`config.mk`:
```
export PLATFORM = sky130hd
export DESIGN_NAME = alarm_encoder
export DESIGN_NICKNAME = d
export VERILOG_FILES = /design/src/alarm_pkg.sv /design/src/sync2.sv /design/src/nvm_store.sv /design/src/alarm_encoder.sv
export SDC_FILE = /design/constraint.sdc
export NUM_CORES = 1
export LEC_CHECK = 0
export BUFFER_PORTS_ARGS = -buffer_cell sky130_fd_sc_hd__buf_2
export CORE_MARGIN = 2
export CORE_UTILIZATION = 55
export CTS_BUF_LIST = sky130_fd_sc_hd__clkbuf_8
export DETAILED_ROUTE_END_ITERATION = 8
export GPL_ROUTABILITY_DRIVEN = 0
export PLACE_DENSITY = 0.81
export SETUP_SLACK_MARGIN = 0.3
export SYNTH_ARGS = -nofsm -noshare
export SYNTH_HDL_FRONTEND = slang
export SYNTH_HIERARCHICAL = 1
export SYNTH_SLANG_ARGS = --single-unit
export TNS_END_PERCENT = 1
```
`constraint.sdc`:
```
create_clock -name clk_sys_in -period 3.4 [get_ports clk_sys_in]
set_input_delay 0.68 -clock clk_sys_in [delete_from_list [all_inputs] [get_ports clk_sys_in]]
set_output_delay 0.68 -clock clk_sys_in [all_outputs]
set_load 0.1 [all_outputs]
```
`src/alarm_pkg.sv`:
```
// Package for the supply alarm indicator encoder: register map, fields, reset values, timing.
// Assumes a single 125 MHz clock domain.
package alarm_pkg;
    // Register offsets
    localparam logic [7:0] OFF_COND = 8'h00;
    localparam logic [7:0] OFF_STATUS = 8'h04;
    localparam logic [7:0] OFF_MASK = 8'h08;
    localparam logic [7:0] OFF_CTRL = 8'h0C;
    localparam logic [7:0] OFF_NVM_ADDR = 8'h10;
    localparam logic [7:0] OFF_NVM_DATA = 8'h14;
    // Condition and status bit positions
    localparam int BIT_NOIN = 0;
    localparam int BIT_OVERVOLT = 1;
    localparam int BIT_OC = 2;
    localparam int BIT_OTW = 3;
    localparam int BIT_OTF = 4;
    localparam int BIT_RESTART = 5;
    localparam int EVT_W = 6;
    // Control bit positions
    localparam int CTRL_LATCH_EN = 0;
    // Reset values
    localparam logic [5:0] MASK_RST = 6'h00;
    localparam logic [0:0] CTRL_RST = 1'h1;
    // Nonvolatile store
    localparam int NVM_BYTES = 96;
    // Timing: least off time before latch-off restart
    localparam int CLK_HZ = 125_000_000;
    localparam int OFF_MIN_S = 2;
    localparam longint OFF_MIN_CYC = longint'(OFF_MIN_S) * longint'(CLK_HZ);
    // Lamp colour encoding
    typedef enum logic [1:0] {LAMP_OFF, LAMP_GREEN, LAMP_RED} lamp_e;
endpackage : alarm_pkg

```
`src/sync2.sv`:
```
// Two flip-flop synchroniser for a bus of pin levels.
// Assumes the inputs are asynchronous to clk_sys_in.
`timescale 1ns/1ps
`default_nettype none
module sync2 #(
    parameter int W = 1
) (
    input wire logic clk_sys_in,
    input wire logic reset_n_in,
    input wire logic [W-1:0] async_in,
    output logic [W-1:0] sync_out
);
    logic [W-1:0] meta_r;
    always_ff @(posedge clk_sys_in)
    begin
        if (!reset_n_in)
        begin
            meta_r <= '0;
            sync_out <= '0;
        end
        else
        begin
            meta_r <= async_in;
            sync_out <= meta_r;
        end
    end
endmodule : sync2
`default_nettype wire

```
`src/nvm_store.sv`:
```
// Host-usable byte store, flip-flop backed, modelling the nonvolatile area.
// Assumes one-cycle write strobe and registered read data.
`timescale 1ns/1ps
`default_nettype none
module nvm_store #(
    parameter int DEPTH = alarm_pkg::NVM_BYTES,
    parameter int AW = 7
) (
    input wire logic clk_sys_in,
    input wire logic reset_n_in,
    input wire logic [AW-1:0] addr_in,
    input wire logic [7:0] wdata_in,
    input wire logic wr_in,
    output logic [7:0] rdata_out
);
    logic [7:0] mem_r [DEPTH];
    wire in_range = 32'(addr_in) < DEPTH;
    // Contents survive controller reset, as a nonvolatile store would
    always_ff @(posedge clk_sys_in)
    begin
        if (wr_in && in_range)
            mem_r[addr_in] <= wdata_in;
    end
    always_ff @(posedge clk_sys_in)
    begin
        if (!reset_n_in)
            rdata_out <= 8'h00;
        else
            rdata_out <= in_range ? mem_r[addr_in] : 8'h00;
    end
endmodule : nvm_store
`default_nettype wire

```
`src/alarm_encoder.sv`:
```
// Alarm encoder: maps supply conditions onto lamps and monitor outputs, latch-off restart, host store.
// Assumes condition inputs and remote switch are asynchronous pins; register port on clk_sys_in.
`timescale 1ns/1ps
`default_nettype none
module alarm_encoder #(
    parameter longint OFF_MIN_CYC = alarm_pkg::OFF_MIN_CYC
) (
    input wire logic clk_sys_in,
    input wire logic reset_n_in,
    input wire logic input_lost_in,
    input wire logic overvoltage_protection_in,
    input wire logic overcurrent_in,
    input wire logic temp_warn_in,
    input wire logic temp_fault_in,
    input wire logic remote_power_switch_in,
    input wire logic [7:0] addr_in,
    input wire logic [31:0] wdata_in,
    input wire logic wr_in,
    input wire logic rd_in,
    output logic [31:0] rdata_out,
    output logic irq_out,
    output logic [1:0] input_lamp_out,
    output logic [1:0] output_lamp_out,
    output logic [1:0] fault_lamp_out,
    output logic fault_n_out,
    output logic output_good_out,
    output logic input_good_out,
    output logic temp_good_out,
    output logic output_enable_out
);
    // --------------------------------------------------------------
    // Pin synchronisation
    // --------------------------------------------------------------
    logic [5:0] pins_s;
    sync2 #(.W(6)) u_sync (
        .clk_sys_in(clk_sys_in),
        .reset_n_in(reset_n_in),
        .async_in({remote_power_switch_in, temp_fault_in, temp_warn_in,
                   overcurrent_in, overvoltage_protection_in, input_lost_in}),
        .sync_out(pins_s)
    );
    wire noin = pins_s[0];
    wire overvolt = pins_s[1];
    wire oc = pins_s[2];
    wire otw = pins_s[3];
    wire otf = pins_s[4];
    wire sw_on = pins_s[5];

    // --------------------------------------------------------------
    // Registers
    // --------------------------------------------------------------
    logic [alarm_pkg::EVT_W-1:0] status_r;
    logic [alarm_pkg::EVT_W-1:0] status_nxt;
    logic [alarm_pkg::EVT_W-1:0] mask_r;
    logic [0:0] ctrl_r;
    logic [6:0] nvm_addr_r;
    logic latched_r;
    logic sw_prev_r;
    logic [31:0] off_cnt_r;
    logic [4:0] cond_prev_r;
    logic [31:0] rdata_r;
    logic rd_nvm_r;
    logic [7:0] nvm_rdata;

    wire sel_cond = addr_in == alarm_pkg::OFF_COND;
    wire sel_status = addr_in == alarm_pkg::OFF_STATUS;
    wire sel_mask = addr_in == alarm_pkg::OFF_MASK;
    wire sel_ctrl = addr_in == alarm_pkg::OFF_CTRL;
    wire sel_naddr = addr_in == alarm_pkg::OFF_NVM_ADDR;
    wire sel_ndata = addr_in == alarm_pkg::OFF_NVM_DATA;
    wire latch_en = ctrl_r[alarm_pkg::CTRL_LATCH_EN];

    // --------------------------------------------------------------
    // Latch-off and restart
    // --------------------------------------------------------------
    wire [4:0] cond = {otf, otw, oc, overvolt, noin};
    // Only shutdown faults latch; a warning keeps output on
    wire trip = overvolt | oc | otf;
    wire off_long = 64'(off_cnt_r) >= OFF_MIN_CYC;
    // restart needs the off time; shorter pulses ignored
    wire restart = latched_r && sw_on && !sw_prev_r && off_long;
    always_ff @(posedge clk_sys_in)
    begin
        if (!reset_n_in)
        begin
            latched_r <= 1'b0;
            sw_prev_r <= 1'b0;
            off_cnt_r <= 32'h0000_0000;
        end
        else
        begin
            sw_prev_r <= sw_on;
            if (sw_on)
                off_cnt_r <= 32'h0000_0000;
            else if (!off_long)
                off_cnt_r <= off_cnt_r + 32'h0000_0001;
            if (restart)
                latched_r <= 1'b0;
            else if (trip && latch_en)
                latched_r <= 1'b1;
        end
    end
    assign output_enable_out = sw_on && !latched_r && !trip && !noin;

    // --------------------------------------------------------------
    // Lamp and monitor encoding
    // --------------------------------------------------------------
    // any condition but a temperature warning, or a latch-off, forces output fault state
    wire out_bad = noin | overvolt | oc | otf | latched_r;
    wire any_alarm = out_bad | otw;
    // temp fault or warning drops temp_good_out alike
    wire temp_bad = otf | otw;
    // normal state green, all monitors high
    // no input: input lamp and input_good off
    wire [1:0] in_lamp = noin ? 2'(alarm_pkg::LAMP_OFF) : 2'(alarm_pkg::LAMP_GREEN);
    // overvoltage drops output lamp and output_good
    // overcurrent drops output lamp and output_good
    wire [1:0] out_lamp = out_bad ? 2'(alarm_pkg::LAMP_OFF) : 2'(alarm_pkg::LAMP_GREEN);
    wire [1:0] flt_lamp = any_alarm ? 2'(alarm_pkg::LAMP_RED) : 2'(alarm_pkg::LAMP_OFF);
    always_ff @(posedge clk_sys_in)
    begin
        if (!reset_n_in)
        begin
            input_lamp_out <= 2'(alarm_pkg::LAMP_OFF);
            output_lamp_out <= 2'(alarm_pkg::LAMP_OFF);
            fault_lamp_out <= 2'(alarm_pkg::LAMP_OFF);
            fault_n_out <= 1'b1;
            output_good_out <= 1'b0;
            input_good_out <= 1'b0;
            temp_good_out <= 1'b1;
        end
        else
        begin
            input_lamp_out <= in_lamp;
            output_lamp_out <= out_lamp;
            fault_lamp_out <= flt_lamp;
            fault_n_out <= !any_alarm;
            output_good_out <= !out_bad;
            input_good_out <= !noin;
            temp_good_out <= !temp_bad;
        end
    end

    // --------------------------------------------------------------
    // Interrupt status: rising conditions and restarts
    // --------------------------------------------------------------
    wire [alarm_pkg::EVT_W-1:0] evt = {restart, cond & ~cond_prev_r};
    wire clr_status = rd_in && sel_status;
    // Set wins over a read clear in the same cycle
    assign status_nxt = (clr_status ? '0 : status_r) | evt;
    always_ff @(posedge clk_sys_in)
    begin
        if (!reset_n_in)
        begin
            status_r <= '0;
            cond_prev_r <= 5'h00;
        end
        else
        begin
            status_r <= status_nxt;
            cond_prev_r <= cond;
        end
    end
    assign irq_out = |(status_r & mask_r);

    // --------------------------------------------------------------
    // Register write and read
    // --------------------------------------------------------------
    always_ff @(posedge clk_sys_in)
    begin
        if (!reset_n_in)
        begin
            mask_r <= alarm_pkg::MASK_RST;
            ctrl_r <= alarm_pkg::CTRL_RST;
            nvm_addr_r <= 7'h00;
        end
        else if (wr_in)
        begin
            if (sel_mask)
                mask_r <= wdata_in[alarm_pkg::EVT_W-1:0];
            else if (sel_ctrl)
                ctrl_r <= wdata_in[0:0];
            else if (sel_naddr)
                nvm_addr_r <= wdata_in[6:0];
        end
    end

    nvm_store #(.DEPTH(alarm_pkg::NVM_BYTES), .AW(7)) u_nvm (
        .clk_sys_in(clk_sys_in),
        .reset_n_in(reset_n_in),
        .addr_in(nvm_addr_r),
        .wdata_in(wdata_in[7:0]),
        .wr_in(wr_in && sel_ndata),
        .rdata_out(nvm_rdata)
    );

    wire [31:0] rd_mux =
        sel_cond ? {25'h0, latched_r, sw_on, cond} :
        sel_status ? {26'h0, status_r} :
        sel_mask ? {26'h0, mask_r} :
        sel_ctrl ? {31'h0, ctrl_r} :
        sel_naddr ? {25'h0, nvm_addr_r} : 32'h0000_0000;
    always_ff @(posedge clk_sys_in)
    begin
        if (!reset_n_in)
        begin
            rdata_r <= 32'h0000_0000;
            rd_nvm_r <= 1'b0;
        end
        else
        begin
            rd_nvm_r <= rd_in && sel_ndata;
            rdata_r <= rd_in ? rd_mux : 32'h0000_0000;
        end
    end
    assign rdata_out = rd_nvm_r ? {24'h0, nvm_rdata} : rdata_r;
endmodule : alarm_encoder
`default_nettype wire

```
==> impl_metrics.env, run 1 <==
export IMPL_outcome="completed"
export IMPL_path_clk_slew_ns=0.06
export IMPL_cts_tree="built"
export IMPL_grt_pass1_wl_um=118000
export IMPL_clk_latency_ns=0.78
export IMPL_nNetsFinal=2245
export IMPL_syn_avg_cell_area_um2=17.7
export IMPL_drive_gt1_share_pct=27.1
export IMPL_ys_types=62
export IMPL_track_usage_pct=25.0
export IMPL_fin_crit_sh_pct=93.7
export IMPL_syn_inst=1912
export IMPL_worst_path_max_delay_cell="nor2_1"
export IMPL_rows=91
export IMPL_gr_total_overflow=0
export IMPL_coreArea_mm2=0.0614
export IMPL_p_comb_share_pct=2.4
export IMPL_routedWlPerCell_um=25.3
export IMPL_peakVddDrop_mv=0.271
export IMPL_async_flop_share_pct=0
export IMPL_via_per_inst=6.25
export IMPL_post_cts_buffers=0
export IMPL_num_io_pins=94
export IMPL_netSwitchingPower_uw=4220
export IMPL_setup_viol=0
export IMPL_final_cell_mix="768 x edfxtp_1, 202 x buf_4, 167 x nor2_1, 156 x mux4_2, 142 x clkbuf_8"
export IMPL_drc=0
export IMPL_rsz0062_at_grt="true"
export IMPL_die_x_um=252
export IMPL_port_buffers=42
export IMPL_maxSlewHeadroom_pct=14.2
export IMPL_yosys_area_top_type_share_pct=68.0
export IMPL_swShare_pct=21.4
export IMPL_max_freq_mhz=314
export IMPL_tightest_slew_ns=1.28
export IMPL_clockBufferDepth=3
export IMPL_cpMostUsedCell="buf_12"
export IMPL_area_growth_pct=13.8
export IMPL_final_common_cell="edfxtp_1"
export IMPL_min_path_type="input port to flop"
export IMPL_cp_slowest_stage_delay_ns=0.85
export IMPL_finalHoldViolCount=0
export IMPL_final_core_util_pct=62.9
export IMPL_cts_sinks=860
export IMPL_die_y_um=252
export IMPL_path_cells="buf_12 -> buf_12 -> nor2_1 -> buf_4 -> a22oi_1 -> o22ai_1 -> o21a_1 -> a32oi_1 -> o211ai_1"
export IMPL_worstSetupStartpointType="flop"
export IMPL_ctsHoldBuffers=0
export IMPL_synth_flop_cell="edfxtp_1"
export IMPL_cp_end_kind="flop"
export IMPL_synthTopCellsByArea="edfxtp_1 68%, mux4_2 10%, dfxtp_1 5.4%, mux2i_1 2.1%, nor2_1 1.8%"
export IMPL_wl_um=77800
export IMPL_power_leakage_uw=0.0125
export IMPL_ant_nets=0
export IMPL_synth_seq_cells=860
export IMPL_grt_pass1_vias=19511
export IMPL_crit_type="flop to flop"
export IMPL_nFillCells=4043
export IMPL_cts_max_level=4
export IMPL_yosysSeqAreaShare_pct=73.4
export IMPL_drtIter0Drc=2531
export IMPL_finClkSkew_ns=0.0407
export IMPL_arrival_ns=3.83
export IMPL_max_cap_violations=0
export IMPL_initial_utilization_pct=55.3
export IMPL_numCtsBuffers=133
export IMPL_synth_edf_count=768
export IMPL_powerDensity_mw_per_mm2=510
export IMPL_antenna_found_initial=2
export IMPL_setup_tns_ns=0
export IMPL_die_area_mm2=0.0637
export IMPL_min_period_ns=3.19
export IMPL_drt_first_pass_iters=5
export IMPL_num_vias=19228
export IMPL_cts_root_buf="clkbuf_8"
export IMPL_cp_max_fo=21
export IMPL_ys_warnings_count=6
export IMPL_grt_max_degree=100
export IMPL_p_int_uw=15500
export IMPL_critical_path_required_ns=4.05
export IMPL_dp_hpwl_um=50500
export IMPL_pwr_share_clk_pct=39.0
export IMPL_yosys_area_top_type="edfxtp_1"
export IMPL_pwr_share_seq_pct=58.5
export IMPL_syn_cell_area_mm2=0.0339
export IMPL_drv_slew=0
[cells by family after synthesis]
group | share of synthesized area [%]
compound gates | 4.15
xor+xnor | 0.491
fa+ha+maj | 0.0738
buf+inv | 2.22
flops | 73.4
mux | 13.5
other cells | 0.0111
simple gates | 6.13
[critical path: cells and delay by family, from the launching register on]
kind / cells / cell delay, ns
flip-flops: 1 / 0.47
buffers and inverters: 3 / 0.70
AND/OR/NAND/NOR: 1 / 0.85
AO/OA/AOI/OAI: 5 / 1.00
[cells in the mapped netlist, types with 8 or more instances]
cell type,count
xor2_1,12
mux2i_1,71
buf_2,34
a211oi_1,10
o22ai_1,10
buf_4,37
nand2_1,71
mux4_2,156
a21oi_1,35
nor4_1,8
nand4_1,12
o21ai_0,19
dfxtp_1,92
a221oi_1,20
inv_1,11
edfxtp_1,768
and2_2,8
o221ai_1,11
a22oi_1,48
clkbuf_1,41
nor3_1,24
a22o_1,10
buf_1,14
and3_1,9
nor2b_1,38
nor2_1,167
and2_1,25
nand3_1,30
mux2_2,32
[final timing paths]
check / from / to / slack (ns) / cells after the start
worst min register to register: u_sync/meta_r[0] / u_sync/sync_out[0] / 0.45 / 1
worst max-delay path: nvm_addr_r[0] / u_nvm/rdata_out[5] / 0.21 / 9
worst max register to register: nvm_addr_r[0] / u_nvm/rdata_out[5] / 0.21 / 9
worst min-delay path: overvoltage_protection_in / u_sync/meta_r[1] / 0.12 / 2
[power groups by stage]
stage	Sequential, uW	Clock [uW]	Combinational [uW]
floorplan	11800	0	248
global placement	11800	0	459
detailed placement	11800	0	478
CTS	11500	7820	479
global route	11500	8280	507
finish	11500	7700	478
[metrics by stage]
step | hold WS, ns | setup slack (ns) | cell area [um^2] | cells | power, uW
finish | 0.115 | 0.214 | 38600 | 3075 | 19700
floorplan | 0.412 | 0.309 | 34000 | 1938 | 12000
global route | 0.0756 | 0.243 | 38600 | 3073 | 20300
CTS | 0.0636 | 0.325 | 38600 | 3073 | 19800
detailed placement | 0.423 | 0.210 | 36300 | 2848 | 12200
global placement | 0.422 | 0.185 | 36300 | 2848 | 12200
[flip-flops by register name (all words and copies together) (netlist names)]
name,cells
nvm_addr_r,7
ctrl_r,1
cond_prev_r,5
rd_nvm_r,1
rdata_r,7
sw_prev_r,1
output_good_out,1
u_nvm/rdata_out,8
u_sync/sync_out,6
temp_good_out,1
latched_r,1
fault_lamp_out,1
u_sync/meta_r,6
input_good_out,1
u_nvm/mem_r,768
status_r,6
off_cnt_r,32
mask_r,6
fault_n_out,1
[final cells by class]
cell class / count / area [um^2] / area share [%]
clock buffers: 142 / 1950 / 5.06
clock inverters: 83 / 389 / 1.01
multi-input cells: 934 / 8370 / 21.7
well taps: 790 / 988 / 2.56
inverters: 14 / 52.6 / 0.136
repair buffers: 250 / 1940 / 5.02
diodes: 2 / 5.00 / 0.0130
flip-flops and latches: 860 / 24900 / 64.5
[repair_timing]
action | in CTS | in global routing
pin swaps | 0 | 0
gates resized for setup | 1 | 1
setup endpoints to repair | 1 | 6
[per-layer routing]
layer  global-route usage [%]  share of wire [%]  wire length, um  up-vias
met5                        0              0.021               16        -
met4                     9.59                3.1             2400        2
met3                     6.29                 10             7860      176
met2                     40.0                 49            38000     1132
met1                     33.4                 38            29600     9782
li1                         -                  -                -     8136
Note: power is estimated with default switching activity, not from simulation.
==> inputs of run 2 (changes only) <==
--- a/config.mk
+++ b/config.mk
@@ -12,7 +12,7 @@
 export DETAILED_ROUTE_END_ITERATION = 8
 export GPL_ROUTABILITY_DRIVEN = 0
 export PLACE_DENSITY = 0.81
-export SETUP_SLACK_MARGIN = 0.3
+export SETUP_SLACK_MARGIN = 0.1
 export SYNTH_ARGS = -nofsm -noshare
 export SYNTH_HDL_FRONTEND = slang
 export SYNTH_HIERARCHICAL = 1
==> impl_metrics.env, run 2 (same netlist as run 1, synthesis figures left out) <==
export IMPL_rsz0062_at_grt="false"
export IMPL_cts_root_buf="clkbuf_8"
export IMPL_ant_nets=0
export IMPL_fin_crit_sh_pct=93.1
export IMPL_seq_area_mm2=0.0249
export IMPL_port_buffers=42
export IMPL_swShare_pct=21.4
export IMPL_tightest_slew_ns=1.26
export IMPL_power_leakage_uw=0.0125
export IMPL_drc=0
export IMPL_dp_hpwl_um=50500
export IMPL_maxSlewHeadroom_pct=15.6
export IMPL_drt_first_pass_iters=6
export IMPL_final_common_cell="edfxtp_1"
export IMPL_numCtsBuffers=133
export IMPL_max_cap_violations=0
export IMPL_top_regs="u_nvm/mem_r: 768 flops, off_cnt_r: 32 flops, u_nvm/rdata_out: 8 flops"
export IMPL_num_io_pins=94
export IMPL_p_comb_share_pct=2.4
export IMPL_setup_tns_ns=0
export IMPL_finalHoldViolCount=0
export IMPL_largest_register_ffs=768
export IMPL_grt_max_degree=100
export IMPL_critical_path_required_ns=4.05
export IMPL_dp_slack_ns=0.210
export IMPL_cts_sinks=860
export IMPL_min_period_ns=3.16
export IMPL_p_int_uw=15500
export IMPL_coreArea_mm2=0.0614
export IMPL_final_cell_mix="768 x edfxtp_1, 201 x buf_4, 167 x nor2_1, 156 x mux4_2, 142 x clkbuf_8"
export IMPL_pwr_share_seq_pct=58.5
export IMPL_routedWlPerCell_um=25.3
export IMPL_wl_met1_um=29500
export IMPL_setup_slack_ns=0.236
export IMPL_met3_length_um=8000
export IMPL_num_vias=19179
export IMPL_drv_slew=0
export IMPL_post_cts_buffers=0
export IMPL_pwr_share_clk_pct=39.1
export IMPL_gr_total_overflow=0
export IMPL_cts_tree="built"
export IMPL_peakVddDrop_mv=0.270
export IMPL_cts_max_level=4
export IMPL_clk_latency_ns=0.78
export IMPL_max_freq_mhz=316
export IMPL_setup_viol=0
export IMPL_crit_type="flop to flop"
export IMPL_worstSetupStartpointType="flop"
export IMPL_drive_gt1_share_pct=27.0
export IMPL_die_y_um=252
export IMPL_arrival_ns=3.81
export IMPL_grt_pass1_vias=19511
export IMPL_clockBufferDepth=3
export IMPL_nFillCells=4044
export IMPL_cts_repair_resized=0
export IMPL_die_area_mm2=0.0637
export IMPL_antenna_found_initial=2
export IMPL_min_path_type="input port to flop"
export IMPL_initial_utilization_pct=55.3
export IMPL_route_met2_wl_um=37900
export IMPL_netSwitchingPower_uw=4220
export IMPL_area_growth_pct=13.8
export IMPL_path_clk_slew_ns=0.06
export IMPL_power_uw=19700
export IMPL_multiInputGateArea_mm2=0.00837
export IMPL_die_x_um=252
export IMPL_cp_end_kind="flop"
export IMPL_largest_register="u_nvm/mem_r"
export IMPL_ctsHoldBuffers=0
export IMPL_track_usage_pct=25.0
export IMPL_grt_pass1_wl_um=118000
export IMPL_outcome="completed"
export IMPL_drtIter0Drc=2531
export IMPL_finClkSkew_ns=0.0395
export IMPL_cp_max_fo=21
export IMPL_powerDensity_mw_per_mm2=511
export IMPL_rows=91
export IMPL_wl_um=77900
export IMPL_nNetsFinal=2245
export IMPL_via_per_inst=6.24
export IMPL_dr_max_layer_used="met5"
==> run 2: cell count changes in the layout (fill, tap and decap cells not counted) <==
cell / change
buf_2: +1
buf_4: -1
nand2b_1: +1
nand2b_2: -1
==> run 2: worst paths after layout <==
| path | from | to | slack (ns) | depth (start not counted) |
|---|---|---|---|---|
| setup / recovery | nvm_addr_r[0] | u_nvm/rdata_out[5] | 0.24 | 9 |
| hold / removal | overvoltage_protection_in | u_sync/meta_r[1] | 0.12 | 2 |
| setup reg to reg | nvm_addr_r[0] | u_nvm/rdata_out[5] | 0.24 | 9 |
| hold reg to reg | u_sync/meta_r[0] | u_sync/sync_out[0] | 0.45 | 1 |
==> run 2: metrics by stage <==
step	cells	hold WS, ns	utilization [%]	area (um^2)
2_1_floorplan	1938	0.412	-	34000
3_3_place_gp	2848	0.422	59.1	36300
3_5_place_dp	2848	0.423	59.1	36300
4_1_cts	3073	0.0636	62.9	38600
5_1_grt	3073	0.0756	62.9	38600
6_report	3075	0.121	62.9	38600
==> run 2: final cells by class <==
cell class	count	share of cell area (%)
diodes	2	0.0130
inverters	14	0.136
well taps	790	2.56
repair buffers	250	5.01
clock inverters	83	1.01
flip-flops and latches	860	64.5
clock buffers	142	5.06
multi-input cells	934	21.7
==> run 2: power by group through the flow <==
stage	combinational, uW	clock (uW)	sequential [uW]
after global placement	459	0	11800
after global routing	507	8280	11500
after detailed placement	478	0	11800
after CTS	479	7820	11500
final	478	7700	11500
after floorplan	248	0	11800
==> run 2: worst max-delay path, cell delays in order (launching register included) <==
cell	delay (ns)
dfxtp_4	0.47
buf_12	0.22
buf_12	0.16
nor2_1	0.84
buf_4	0.32
a22oi_1	0.08
o22ai_1	0.16
o21a_1	0.20
a32oi_1	0.15
o211ai_1	0.40
==> run 2: metal layers <==
metal | track usage [%] | vias to the layer above
met1 | 33.4 | 9744
met5 | 0 | -
met3 | 6.29 | 181
met2 | 40.0 | 1128
li1 | - | 8124
met4 | 9.59 | 2
